==> src/inc/mie_pkg.sv <==
// Shared constants for the instruction execute block: register map, field
// positions, opcode codes and arithmetic constants.
// Assumes a 32-bit classic Wishbone slave port and a 192-byte data memory.
package mie_pkg;

  localparam int DATA_W  = 8;
  localparam int PC_W    = 12;
  localparam int MADDR_W = 8;
  localparam int OPC_W   = 5;
  localparam int MEM_DEPTH = 192;

  // ----------------------------------------------------------------------
  // Register byte offsets
  // ----------------------------------------------------------------------
  localparam logic [7:0] REG_INSTR    = 8'h00;
  localparam logic [7:0] REG_ACC      = 8'h04;
  localparam logic [7:0] REG_STATUS   = 8'h08;
  localparam logic [7:0] REG_PC       = 8'h0C;
  localparam logic [7:0] REG_MEM_ADDR = 8'h10;
  localparam logic [7:0] REG_MEM_DATA = 8'h14;

  // ----------------------------------------------------------------------
  // Field positions
  // ----------------------------------------------------------------------
  localparam int INSTR_OPC_LSB  = 16;
  localparam int INSTR_ADDR_LSB = 8;
  localparam int INSTR_IMM_LSB  = 0;
  localparam int INSTR_W        = 21;

  localparam int ST_CARRY    = 0;
  localparam int ST_AUX      = 1;
  localparam int ST_ZERO     = 2;
  localparam int ST_OVF      = 3;
  localparam int ST_PWRDN    = 4;
  localparam int ST_TIMEOUT  = 5;
  localparam int ST_BUSY     = 6;
  localparam int ST_PRE1     = 7;
  localparam int ST_PRE2     = 8;
  localparam int ST_HALTED   = 9;
  localparam int ST_IRQ_EN   = 10;

  // ----------------------------------------------------------------------
  // Arithmetic constants and reset values
  // ----------------------------------------------------------------------
  localparam logic [3:0]  BCD_LIMIT = 4'h9;
  localparam logic [3:0]  BCD_ADJ   = 4'h6;
  localparam logic [PC_W-1:0]   PC_STEP   = 12'h001;
  localparam logic [PC_W-1:0]   PC_RESET  = 12'h000;
  localparam logic [DATA_W-1:0] BYTE_ONE  = 8'h01;
  localparam logic [DATA_W-1:0] BYTE_ZERO = 8'h00;

  typedef enum logic [OPC_W-1:0] {
    OP_NOP            = 5'h00,
    OP_PRECLEAR_FIRST = 5'h01,
    OP_PRECLEAR_SECOND= 5'h02,
    OP_COMPLEMENT_MEM = 5'h03,
    OP_COMPLEMENT_ACC = 5'h04,
    OP_DECIMAL_ADJUST = 5'h05,
    OP_DEC_MEM        = 5'h06,
    OP_DEC_ACC        = 5'h07,
    OP_INC_MEM        = 5'h08,
    OP_INC_ACC        = 5'h09,
    OP_HALT           = 5'h0A,
    OP_JUMP           = 5'h0B,
    OP_MOV_IMM        = 5'h0C,
    OP_MOV_TO_ACC     = 5'h0D,
    OP_MOV_TO_MEM     = 5'h0E,
    OP_OR_ACC_MEM     = 5'h0F,
    OP_OR_ACC_IMM     = 5'h10,
    OP_OR_TO_MEM      = 5'h11,
    OP_RETURN         = 5'h12,
    OP_RETURN_IMM     = 5'h13,
    OP_INT_RETURN     = 5'h14,
    OP_ROT_MEM        = 5'h15,
    OP_ROT_ACC        = 5'h16
  } mie_opcode_type;

  typedef enum logic [3:0] {
    S_IDLE  = 4'b0001,
    S_FETCH = 4'b0010,
    S_EXEC  = 4'b0100,
    S_RET2  = 4'b1000
  } mie_state_type;

endpackage : mie_pkg

==> src/rtl/mie_data_mem.sv <==
// Single-port data memory with registered read data.
// Assumes one clock; addresses at or above the depth read as zero and
// ignore writes.
`timescale 1ns/1ns
module mie_data_mem (
  input  wire logic                        clk,
  input  wire logic [mie_pkg::MADDR_W-1:0] addr,
  input  wire logic                        wr_en,
  input  wire logic [mie_pkg::DATA_W-1:0]  wr_data,
  output      logic [mie_pkg::DATA_W-1:0]  rd_data
);

  logic [mie_pkg::DATA_W-1:0] mem [mie_pkg::MEM_DEPTH];
  logic                       in_range;

  assign in_range = (32'(addr) < mie_pkg::MEM_DEPTH);

  always_ff @(posedge clk) begin
    if (wr_en && in_range) begin
      mem[addr] <= wr_data;
    end
  end

  // Out-of-range reads return zero so no X leaks from unbacked addresses.
  always_ff @(posedge clk) begin
    if (in_range) begin
      rd_data <= mem[addr];
    end else begin
      rd_data <= mie_pkg::BYTE_ZERO;
    end
  end

endmodule : mie_data_mem

==> src/rtl/mie_exec.sv <==
// Execute unit for a subset of an 8-bit controller instruction set.
// Assumes a classic Wishbone master on clk, a stack unit that presents its
// top entry on stack_top, and watchdog and clock units that obey the pulses.
//
// Our own choices: the register addresses and the Wishbone slave port.
`timescale 1ns/1ns

// Notes on behaviour
// RULE_01 - Both preclears executed: clear watchdog, timeout and powerdown flags.
// RULE_02 - Only one preclear executed: just remember it, touch nothing else.
// RULE_03 - Complement inverts byte, to memory or accumulator, zero flag only.
// RULE_04 - Adjust low nibble by 6 if over 9 or aux carry; inner carry.
// RULE_05 - Adjust high nibble with inner carry, set carry, result to memory.
// RULE_06 - Decrement byte by one, to memory or accumulator, zero flag only.
// RULE_07 - Increment byte by one, to memory or accumulator, zero flag only.
// RULE_08 - Halt: pc plus one, stop, clock off, powerdown set, timeout clear.
// RULE_09 - Halt also clears watchdog counter and prescaler.
// RULE_10 - Jump loads pc from instruction, no flag changes.
// RULE_11 - Move immediate loads accumulator, no flag changes.
// RULE_12 - Memory to accumulator move, no flag changes.
// RULE_13 - Accumulator to memory move, no flag changes.
// RULE_14 - No operation only advances pc by one.
// RULE_15 - Accumulator OR with memory or immediate, zero flag only.
// RULE_16 - OR into memory with accumulator, zero flag only.
// RULE_17 - Return reloads pc from stack in two cycles, no flags.
// RULE_18 - Return with constant also loads accumulator with immediate.
// RULE_19 - Interrupt return reloads pc and sets global interrupt enable.
// RULE_20 - Rotate memory left, bit 7 into bit 0, no flags.
// RULE_21 - Rotate left into accumulator, memory unchanged.
// RULE_22 - Zero flag set when result is zero, cleared otherwise.
module mie_exec (
  input  wire logic                     clk,
  input  wire logic                     srst,
  input  wire logic                     cyc_i,
  input  wire logic                     stb_i,
  input  wire logic                     we_i,
  input  wire logic [7:0]               adr_i,
  input  wire logic [3:0]               sel_i,
  input  wire logic [31:0]              dat_i,
  output      logic [31:0]              dat_o,
  output      logic                     ack_o,
  input  wire logic [mie_pkg::PC_W-1:0] stack_top,
  output      logic                     stack_pop,
  input  wire logic                     wdt_timeout,
  input  wire logic                     wake,
  input  wire logic                     irq_taken,
  output      logic                     wdt_clear,
  output      logic                     wdt_prescaler_clear,
  output      logic                     sys_clk_off,
  output      logic                     timeout_flag,
  output      logic                     powerdown_flag,
  output      logic                     global_irq_enable
);

  // ----------------------------------------------------------------------
  // Declarations
  // ----------------------------------------------------------------------
  localparam int DW = mie_pkg::DATA_W;

  mie_pkg::mie_state_type       state_q;
  mie_pkg::mie_opcode_type      opc_q;
  logic [mie_pkg::INSTR_W-1:0]  instr_q;
  logic [mie_pkg::MADDR_W-1:0]  op_addr_q;
  logic [DW-1:0]                imm_q;
  logic [DW-1:0]                acc_q;
  logic [mie_pkg::PC_W-1:0]     pc_q;
  logic [mie_pkg::MADDR_W-1:0]  mem_addr_q;
  logic                         carry_q;
  logic                         aux_carry_flag_q;
  logic                         zero_q;
  logic                         overflow_flag_q;
  logic                         pre1_q;
  logic                         pre2_q;
  logic                         halted_q;
  logic                         settle_q;
  logic                         ack_q;
  logic [31:0]                  dat_q;

  logic                         bus_req;
  logic                         bus_wr;
  logic                         stall;
  logic                         exec_now;
  logic                         instr_go;
  logic [DW-1:0]                mem_rd;
  logic [DW-1:0]                result;
  logic                         res_to_mem;
  logic                         res_to_acc;
  logic                         res_sets_zero;
  logic [DW:0]                  bcd_out;
  logic [mie_pkg::MADDR_W-1:0]  mem_addr_mux;
  logic                         mem_we;
  logic [DW-1:0]                mem_wdata;
  logic [31:0]                  status_word;
  logic                         preclear_pair;
  logic                         halt_now;

  // ----------------------------------------------------------------------
  // Helper functions
  // ----------------------------------------------------------------------
  function automatic logic [31:0] merge_bytes(input logic [31:0] old_v,
                                              input logic [31:0] new_v,
                                              input logic [3:0]  sel);
    logic [31:0] r;
    r = old_v;
    for (int b = 0; b < 4; b++) begin
      if (sel[b]) begin
        r[b*8 +: 8] = new_v[b*8 +: 8];
      end
    end
    return r;
  endfunction : merge_bytes

  function automatic logic hit(input logic [7:0] adr,
                               input logic [7:0] off);
    return adr[7:2] == off[7:2];
  endfunction : hit

  function automatic logic is_zero(input logic [DW-1:0] v);
    return v == mie_pkg::BYTE_ZERO; // see RULE_22
  endfunction : is_zero

  // Decimal adjust of the accumulator; returns {carry, adjusted byte}.
  function automatic logic [DW:0] bcd_adjust(input logic [DW-1:0] a,
                                             input logic          ac,
                                             input logic          c);
    logic [3:0] lo;
    logic       ac1;
    logic [4:0] hi;
    logic       c_out;
    lo    = a[3:0];
    ac1   = 1'b0;
    hi    = {1'b0, a[7:4]};
    c_out = c;
    if ((a[3:0] > mie_pkg::BCD_LIMIT) || ac) begin
      lo  = a[3:0] + mie_pkg::BCD_ADJ; // see RULE_04
      ac1 = ~ac; // see RULE_04
    end
    hi = hi + {4'h0, ac1};
    if ((hi > {1'b0, mie_pkg::BCD_LIMIT}) || c) begin
      hi    = hi + {1'b0, mie_pkg::BCD_ADJ}; // see RULE_05
      c_out = 1'b1; // see RULE_05
    end
    return {c_out, hi[3:0], lo};
  endfunction : bcd_adjust

  // ----------------------------------------------------------------------
  // Wishbone slave
  // ----------------------------------------------------------------------
  // Memory window accesses wait while an instruction owns the memory port,
  // plus one settle cycle so the read data reflect the bus address again.
  assign bus_req = cyc_i && stb_i;
  assign stall   = hit(adr_i, mie_pkg::REG_MEM_DATA) &&
                   ((state_q != mie_pkg::S_IDLE) || settle_q);
  assign bus_wr  = ack_q && bus_req && we_i;
  assign ack_o   = ack_q;
  assign dat_o   = dat_q;

  always_ff @(posedge clk) begin
    if (srst) begin
      ack_q <= 1'b0;
    end else begin
      ack_q <= bus_req && !ack_q && !stall;
    end
  end

  assign status_word = {21'h0, global_irq_enable, halted_q, pre2_q,
                        pre1_q, (state_q != mie_pkg::S_IDLE),
                        timeout_flag, powerdown_flag, overflow_flag_q,
                        zero_q, aux_carry_flag_q, carry_q};

  always_ff @(posedge clk) begin
    if (srst) begin
      dat_q <= 32'h00000000;
    end else if (bus_req && !ack_q && !stall) begin
      if (hit(adr_i, mie_pkg::REG_INSTR)) begin
        dat_q <= 32'(instr_q);
      end else if (hit(adr_i, mie_pkg::REG_ACC)) begin
        dat_q <= 32'(acc_q);
      end else if (hit(adr_i, mie_pkg::REG_STATUS)) begin
        dat_q <= status_word;
      end else if (hit(adr_i, mie_pkg::REG_PC)) begin
        dat_q <= 32'(pc_q);
      end else if (hit(adr_i, mie_pkg::REG_MEM_ADDR)) begin
        dat_q <= 32'(mem_addr_q);
      end else if (hit(adr_i, mie_pkg::REG_MEM_DATA)) begin
        dat_q <= 32'(mem_rd);
      end else begin
        dat_q <= 32'h00000000;
      end
    end
  end

  // Instructions are refused while one is running or the core is halted.
  assign instr_go = bus_wr && hit(adr_i, mie_pkg::REG_INSTR) &&
                    (state_q == mie_pkg::S_IDLE) && !halted_q;

  always_ff @(posedge clk) begin
    if (srst) begin
      instr_q <= '0;
    end else if (instr_go) begin
      instr_q <= mie_pkg::INSTR_W'(merge_bytes(32'(instr_q), dat_i, sel_i));
    end
  end

  always_ff @(posedge clk) begin
    if (srst) begin
      mem_addr_q <= '0;
    end else if (bus_wr && hit(adr_i, mie_pkg::REG_MEM_ADDR) && sel_i[0]) begin
      mem_addr_q <= dat_i[mie_pkg::MADDR_W-1:0];
    end
  end

  // ----------------------------------------------------------------------
  // Sequencer
  // ----------------------------------------------------------------------
  always_ff @(posedge clk) begin
    if (srst) begin
      state_q   <= mie_pkg::S_IDLE;
      opc_q     <= mie_pkg::OP_NOP;
      op_addr_q <= '0;
      imm_q     <= '0;
      settle_q  <= 1'b0;
    end else begin
      settle_q <= 1'b0;
      unique case (state_q)
        mie_pkg::S_IDLE: begin
          if (instr_go) begin
            opc_q <= mie_pkg::mie_opcode_type'(
                       dat_i[mie_pkg::INSTR_OPC_LSB +: mie_pkg::OPC_W]);
            op_addr_q <= dat_i[mie_pkg::INSTR_ADDR_LSB +: mie_pkg::MADDR_W];
            imm_q     <= dat_i[mie_pkg::INSTR_IMM_LSB +: DW];
            state_q   <= mie_pkg::S_FETCH;
          end
        end
        mie_pkg::S_FETCH: begin
          state_q <= mie_pkg::S_EXEC;
        end
        mie_pkg::S_EXEC: begin
          if (opc_q == mie_pkg::OP_RETURN || opc_q == mie_pkg::OP_RETURN_IMM
              || opc_q == mie_pkg::OP_INT_RETURN) begin
            state_q <= mie_pkg::S_RET2; // see RULE_17
          end else begin
            state_q  <= mie_pkg::S_IDLE;
            settle_q <= 1'b1;
          end
        end
        mie_pkg::S_RET2: begin
          state_q  <= mie_pkg::S_IDLE;
          settle_q <= 1'b1;
        end
        default: begin
          state_q <= mie_pkg::S_IDLE;
        end
      endcase
    end
  end

  assign exec_now = (state_q == mie_pkg::S_EXEC);

  // ----------------------------------------------------------------------
  // Datapath
  // ----------------------------------------------------------------------
  assign bcd_out = bcd_adjust(acc_q, aux_carry_flag_q, carry_q);

  always_comb begin
    result        = mem_rd;
    res_to_mem    = 1'b0;
    res_to_acc    = 1'b0;
    res_sets_zero = 1'b0;
    unique case (opc_q)
      mie_pkg::OP_COMPLEMENT_MEM, mie_pkg::OP_COMPLEMENT_ACC: begin
        result        = ~mem_rd; // see RULE_03
        res_to_mem    = (opc_q == mie_pkg::OP_COMPLEMENT_MEM);
        res_to_acc    = !res_to_mem;
        res_sets_zero = 1'b1;
      end
      mie_pkg::OP_DEC_MEM, mie_pkg::OP_DEC_ACC: begin
        result        = mem_rd - mie_pkg::BYTE_ONE; // see RULE_06
        res_to_mem    = (opc_q == mie_pkg::OP_DEC_MEM);
        res_to_acc    = !res_to_mem;
        res_sets_zero = 1'b1;
      end
      mie_pkg::OP_INC_MEM, mie_pkg::OP_INC_ACC: begin
        result        = mem_rd + mie_pkg::BYTE_ONE; // see RULE_07
        res_to_mem    = (opc_q == mie_pkg::OP_INC_MEM);
        res_to_acc    = !res_to_mem;
        res_sets_zero = 1'b1;
      end
      mie_pkg::OP_DECIMAL_ADJUST: begin
        result     = bcd_out[DW-1:0]; // see RULE_05
        res_to_mem = 1'b1;
      end
      mie_pkg::OP_MOV_IMM, mie_pkg::OP_RETURN_IMM: begin
        result     = imm_q; // see RULE_11
        res_to_acc = 1'b1;
      end
      mie_pkg::OP_MOV_TO_ACC: begin
        result     = mem_rd; // see RULE_12
        res_to_acc = 1'b1;
      end
      mie_pkg::OP_MOV_TO_MEM: begin
        result     = acc_q; // see RULE_13
        res_to_mem = 1'b1;
      end
      mie_pkg::OP_OR_ACC_MEM, mie_pkg::OP_OR_TO_MEM: begin
        result        = acc_q | mem_rd; // see RULE_15
        res_to_mem    = (opc_q == mie_pkg::OP_OR_TO_MEM); // see RULE_16
        res_to_acc    = !res_to_mem;
        res_sets_zero = 1'b1;
      end
      mie_pkg::OP_OR_ACC_IMM: begin
        result        = acc_q | imm_q; // see RULE_15
        res_to_acc    = 1'b1;
        res_sets_zero = 1'b1;
      end
      mie_pkg::OP_ROT_MEM, mie_pkg::OP_ROT_ACC: begin
        result     = {mem_rd[DW-2:0], mem_rd[DW-1]}; // see RULE_20
        res_to_mem = (opc_q == mie_pkg::OP_ROT_MEM);
        res_to_acc = !res_to_mem; // see RULE_21
      end
      default: ;
    endcase
  end

  // ----------------------------------------------------------------------
  // Data memory
  // ----------------------------------------------------------------------
  assign mem_addr_mux = (state_q == mie_pkg::S_IDLE) ? mem_addr_q
                                                     : op_addr_q;
  assign mem_we    = exec_now ? res_to_mem
                   : (bus_wr && hit(adr_i, mie_pkg::REG_MEM_DATA) &&
                      sel_i[0] && (state_q == mie_pkg::S_IDLE));
  assign mem_wdata = exec_now ? result : dat_i[DW-1:0];

  mie_data_mem u_mem (
    .clk     (clk),
    .addr    (mem_addr_mux),
    .wr_en   (mem_we),
    .wr_data (mem_wdata),
    .rd_data (mem_rd)
  );

  // ----------------------------------------------------------------------
  // Architectural registers
  // ----------------------------------------------------------------------
  always_ff @(posedge clk) begin
    if (srst) begin
      acc_q <= '0;
    end else if (exec_now && res_to_acc) begin
      acc_q <= result; // see RULE_18
    end else if (bus_wr && hit(adr_i, mie_pkg::REG_ACC) && sel_i[0]) begin
      acc_q <= dat_i[DW-1:0];
    end
  end

  always_ff @(posedge clk) begin
    if (srst) begin
      pc_q <= mie_pkg::PC_RESET;
    end else if (exec_now) begin
      unique case (opc_q)
        mie_pkg::OP_JUMP: begin
          pc_q <= {op_addr_q[3:0], imm_q}; // see RULE_10
        end
        mie_pkg::OP_RETURN, mie_pkg::OP_RETURN_IMM,
        mie_pkg::OP_INT_RETURN: begin
          pc_q <= stack_top; // see RULE_17
        end
        default: begin
          pc_q <= pc_q + mie_pkg::PC_STEP; // see RULE_14
        end
      endcase
    end else if (bus_wr && hit(adr_i, mie_pkg::REG_PC)) begin
      pc_q <= mie_pkg::PC_W'(merge_bytes(32'(pc_q), dat_i, sel_i));
    end
  end

  assign stack_pop = exec_now && (opc_q == mie_pkg::OP_RETURN ||
                                  opc_q == mie_pkg::OP_RETURN_IMM ||
                                  opc_q == mie_pkg::OP_INT_RETURN);

  // Arithmetic flags: instructions win over a same-cycle software write.
  always_ff @(posedge clk) begin
    if (srst) begin
      carry_q          <= 1'b0;
      aux_carry_flag_q <= 1'b0;
      zero_q           <= 1'b0;
      overflow_flag_q  <= 1'b0;
    end else if (exec_now) begin
      if (res_sets_zero) begin
        zero_q <= is_zero(result); // see RULE_22
      end
      if (opc_q == mie_pkg::OP_DECIMAL_ADJUST) begin
        carry_q <= bcd_out[DW]; // see RULE_05
      end
    end else if (bus_wr && hit(adr_i, mie_pkg::REG_STATUS) && sel_i[0]) begin
      carry_q          <= dat_i[mie_pkg::ST_CARRY];
      aux_carry_flag_q <= dat_i[mie_pkg::ST_AUX];
      zero_q           <= dat_i[mie_pkg::ST_ZERO];
      overflow_flag_q  <= dat_i[mie_pkg::ST_OVF];
    end
  end

  // ----------------------------------------------------------------------
  // Watchdog pairing, power down and interrupt enable
  // ----------------------------------------------------------------------
  assign preclear_pair = exec_now &&
    ((opc_q == mie_pkg::OP_PRECLEAR_FIRST && pre2_q) ||
     (opc_q == mie_pkg::OP_PRECLEAR_SECOND && pre1_q));

  always_ff @(posedge clk) begin
    if (srst) begin
      pre1_q <= 1'b0;
      pre2_q <= 1'b0;
    end else if (preclear_pair) begin
      pre1_q <= 1'b0; // see RULE_01
      pre2_q <= 1'b0;
    end else if (exec_now && opc_q == mie_pkg::OP_PRECLEAR_FIRST) begin
      pre1_q <= 1'b1; // see RULE_02
    end else if (exec_now && opc_q == mie_pkg::OP_PRECLEAR_SECOND) begin
      pre2_q <= 1'b1; // see RULE_02
    end
  end

  assign halt_now  = exec_now && (opc_q == mie_pkg::OP_HALT);
  assign wdt_clear = preclear_pair || halt_now; // see RULE_01, RULE_09
  assign wdt_prescaler_clear = halt_now; // see RULE_09

  // A watchdog expiry in the clearing cycle is kept: the set wins.
  always_ff @(posedge clk) begin
    if (srst) begin
      timeout_flag <= 1'b0;
    end else if (wdt_timeout) begin
      timeout_flag <= 1'b1;
    end else if (preclear_pair || halt_now) begin
      timeout_flag <= 1'b0; // see RULE_08
    end
  end

  always_ff @(posedge clk) begin
    if (srst) begin
      powerdown_flag <= 1'b0;
    end else if (halt_now) begin
      powerdown_flag <= 1'b1; // see RULE_08
    end else if (preclear_pair) begin
      powerdown_flag <= 1'b0; // see RULE_01
    end
  end

  // The clock stays off until the wake unit signals; a wake in the halt
  // cycle itself is too early and is ignored.
  always_ff @(posedge clk) begin
    if (srst) begin
      halted_q <= 1'b0;
    end else if (halt_now) begin
      halted_q <= 1'b1; // see RULE_08
    end else if (wake) begin
      halted_q <= 1'b0;
    end
  end

  assign sys_clk_off = halted_q;

  always_ff @(posedge clk) begin
    if (srst) begin
      global_irq_enable <= 1'b0;
    end else if (exec_now && opc_q == mie_pkg::OP_INT_RETURN) begin
      global_irq_enable <= 1'b1; // see RULE_19
    end else if (irq_taken) begin
      global_irq_enable <= 1'b0;
    end else if (bus_wr && hit(adr_i, mie_pkg::REG_STATUS) && sel_i[1]) begin
      global_irq_enable <= dat_i[mie_pkg::ST_IRQ_EN];
    end
  end

endmodule : mie_exec

==> config.mk <==
export PLATFORM = sky130hd
export DESIGN_NAME = mie_exec
export DESIGN_NICKNAME = d
export VERILOG_FILES = /design/src/inc/mie_pkg.sv /design/src/rtl/mie_data_mem.sv /design/src/rtl/mie_exec.sv
export SDC_FILE = /design/constraint.sdc
export NUM_CORES = 2
export LEC_CHECK = 0
export BUFFER_PORTS_ARGS = -buffer_cell sky130_fd_sc_hd__buf_4
export CAP_MARGIN = 20
export CORE_MARGIN = 5
export CORE_UTILIZATION = 41
export DETAILED_ROUTE_END_ITERATION = 8
export PLACE_DENSITY_LB_ADDON = 0.15
export SETUP_SLACK_MARGIN = 0.1
export SYNTH_ARGS = -nofsm -noshare
export SYNTH_HDL_FRONTEND = slang
export SYNTH_SLANG_ARGS = --single-unit
==> constraint.sdc <==
create_clock -name clk -period 11.2 [get_ports clk]
set_input_delay 1.12 -clock clk [delete_from_list [all_inputs] [get_ports clk]]
set_output_delay 1.12 -clock clk [all_outputs]
set_load 0.01 [all_outputs]
==> load_flow_metrics.sql <==
INSERT INTO impl_metrics (metric_group, metric, value, unit) VALUES
('route', 'via_per_inst', '5.862', ''),
('cts', 'clock_insertion_delay_worst_skew', '830', 'ps'),
('grt', 'globalRouteMet2Util', '37.53', '%'),
('cts', 'clockBufferDepth', '3', ''),
('cts', 'htreeDepth', '4', ''),
('grt', 'grt_use_total', '23.62', '%'),
('route', 'finalWirelength', '209500', 'um'),
('yosys', 'mappedNetlistArea', '67570', 'um^2'),
('yosys', 'syn_inst', '5100', ''),
('yosys', 'post_synth.cell_area_avg', '13.25', 'um^2'),
('power_and_ir_drop', 'p_sw', '2591', 'uW'),
('grt', 'globalRouteMet1Util', '33.44', '%'),
('critical_path', 'worstPathMaxFanout', '76', ''),
('critical_path', 'cp-start-kind', 'flop', ''),
('floorplan', 'die_x', '416.0', 'um'),
('power_and_ir_drop', 'power.share.clock', '45.2', '%'),
('cts', 'cts_repair_resize_count', '0', ''),
('cells_and_area', 'n_fill_cell', '14738', ''),
('cts', 'clock_edge_transition_at_the_registers_on_the_reported_setup_and_hold_paths', '60', 'ps'),
('placement', 'gpl.final_weighted_congestion', '0.8806', ''),
('cts', 'cts_tree', 'done', ''),
('sta', 'fmax', '174.9', 'MHz'),
('cells_and_area', 'layout-drive-gt1-share', '10.41', '%'),
('critical_path', 'cp_data_arrival_time', '6200', 'ps'),
('sta', 'final-max-slew-violation-count', '0', ''),
('cells_and_area', 'syn2layout_area_growth', '12.28', '%'),
('placement', 'buffers_added_on_ports', '78', ''),
('sta', 'layout_worst_path_cycle_share', '51.05', '%'),
('power_and_ir_drop', 'comb_power_share', '1.2', '%'),
('sta', 'worstMarginPinSlew', '1223', 'ps'),
('floorplan', 'num_rows', '149', ''),
('power_and_ir_drop', 'power_density', '165.8', 'nW/um^2'),
('worst_hold_path', 'timing.hold.worst.class', 'flop to flop', ''),
('yosys', 'synth_edf_count', '1536', ''),
('grt', 'first_global_vias', '41478', ''),
('grt', 'grt_pass1_wl', '301100', 'um'),
('critical_path', 'crit_path_top_delay_cell', 'dfxtp_1', ''),
('floorplan', 'floorplan.initialDensity', '41.10', '%'),
('yosys', 'yosys_register_bits', '1651', ''),
('yosys', 'synth_cell_type_count', '88', ''),
('sta', 'final.setup_skew', '53.12', 'ps'),
('grt', 'gr-usage-met3', '4.112', '%'),
('sta', 'period_needed', '5718', 'ps'),
('yosys', 'postSynth.topFlopCell', 'edfxtp_1', ''),
('cts', 'hold_bufs_inserted_after_cts', '0', ''),
('sta', 'maxSlewHeadroom', '18.46', '%'),
('yosys', 'commonest_cells_post_synth', '1536 x edfxtp_1, 1264 x nand2_1, 459 x nand3_1, 295 x nor2_1, 167 x a21oi_1', ''),
('critical_path', 'slowest_delay', '870', 'ps'),
('yosys', 'synthMostInstantiatedCell', 'edfxtp_1', ''),
('floorplan', 'die_h', '416.0', 'um'),
('route', 'wire_per_inst', '28.07', 'um'),
('yosys', 'synthTopCellsByArea', 'edfxtp_1 68%, nand2_1 7.0%, dfxtp_1 3.4%, nand3_1 3.4%, mux4_2 2.7%', ''),
('yosys', 'netlist.area_leader.share', '68.26', '%'),
('sta', 'report.final.hold_viol_count', '0', ''),
('run_status', 'status', 'completed', ''),
('route', 'dr.first_iter.drc_count', '4964', ''),
('critical_path', 'crit_type', 'flop to flop', ''),
('critical_path', 'worstSetupEndpointType', 'flop', ''),
('route', 'remaining_drc_errors', '0', ''),
('power_and_ir_drop', 'swShare', '20.60', '%'),
('floorplan', 'fp.coreArea', '164400', 'um^2'),
('cts', 'numClockSinks', '1651', ''),
('route', 'drtPass1Iterations', '6', ''),
('power_and_ir_drop', 'post-layout-total-power', '12580', 'uW'),
('yosys', 'synth.yosys.seq_area_share', '71.66', '%'),
('cells_and_area', 'num-nets-final', '5198', ''),
('grt', 'initial_antenna_violation_count', '4', ''),
('sta', 'finalSetupViolations', '0', ''),
('cts', 'clock-root-buffer', 'clkbuf_16', ''),
('sta', 'setup_repair_after_global_routing_missed_its_margin', 'false', ''),
('power_and_ir_drop', 'seq_power_share', '53.6', '%');
==> cells in the final DEF, fill, tap and decap left out, types with 35 or more instances in the layout <==
| cell | instances |
|---|---|
| edfxtp_1 | 1536 |
| nand2_1 | 1253 |
| nand3_1 | 459 |
| nor2_1 | 292 |
| clkbuf_16 | 179 |
| a21oi_1 | 167 |
| buf_4 | 155 |
| dfxtp_1 | 115 |
| mux2i_1 | 114 |
| nand4_1 | 89 |
| mux4_2 | 82 |
| a31oi_1 | 76 |
| a221oi_1 | 58 |
| clkbuf_1 | 55 |
| a32oi_1 | 54 |
| o21ai_0 | 48 |
| and3_1 | 44 |
| a311oi_1 | 41 |
| clkinv_1 | 35 |
==> critical path, delay by kind of cell (launching register included) <==
kind	cells	cell delay, ps
XOR/XNOR	1	180
buffers and inverters	2	1540
adder cells (fa/ha/maj)	1	300
AO/OA/AOI/OAI	4	680
AND/OR/NAND/NOR	4	1740
flip-flops	1	870
==> cell families after synthesis <==
logic type / share of synthesized area, %
simple gates: 14.52
flops: 71.66
compound gates: 5.875
buf+inv: 2.713
mux: 4.733
xor+xnor: 0.2592
fa+ha+maj: 0.2333
other cells: 0.005550
==> state kept, by name (all words and copies together) (netlist names), 8 cells and up <==
register and cells:
acc_q 8, u_mem.mem 1536, op_addr_q 8, dat_o 21, pc_q 12, mem_addr_q 8, imm_q 8, u_mem.rd_data 8
instr_q 21
==> through the flow <==
stage | hold WS, ps | area [um^2] | util (%) | cells | setup WS [ps]
2_1_floorplan | 431.2 | 67610 | - | 5110 | 2612
5_1_grt | 473.7 | 75860 | 46.14 | 7464 | 5228
3_5_place_dp | 443.2 | 70230 | 42.71 | 7131 | 5361
6_report | 449.9 | 75870 | 46.14 | 7466 | 5482
3_3_place_gp | 436.9 | 70210 | 42.70 | 7129 | 5296
4_1_cts | 452.1 | 75860 | 46.13 | 7463 | 5491
==> routing by layer <==
metal,wire length (um),share of wire [%]
met4,6517,3.1
met3,15030,7.2
met2,98120,47
met1,89860,43
met5,0,0
==> power groups by stage <==
| stage | clock network (uW) | logic (uW) | registers [uW] |
|---|---|---|---|
| after floorplan | 0 | 63.9 | 6890 |
| after global placement | 0 | 150 | 6860 |
| after detailed placement | 0 | 154 | 6870 |
| after CTS | 5780 | 154 | 6730 |
| after global routing | 6050 | 163 | 6730 |
| final | 5690 | 152 | 6740 |
==> final timing paths <==
kind / from / end / slack, ps / cells after the start
worst max-delay path: opc_q[3] / u_mem.mem[151][3] / 5480 / 12
worst min-delay path: instr_q[2] / instr_q[2] / 450 / 2
worst max register to register: opc_q[3] / u_mem.mem[151][3] / 5480 / 12
worst min register to register: instr_q[2] / instr_q[2] / 450 / 2
==> cell type report <==
class / count / area (um^2) / area share [%]
flip-flops and latches: 1651 / 48430 / 63.83
repair buffers: 171 / 1466 / 1.933
clock buffers: 247 / 4856 / 6.400
diodes: 2 / 5.005 / 0.006597
clock inverters: 85 / 765.7 / 1.009
well taps: 2189 / 2739 / 3.610
inverters: 15 / 56.30 / 0.07421
multi-input cells: 3106 / 17550 / 23.14
(Power assumes the default switching activity.)
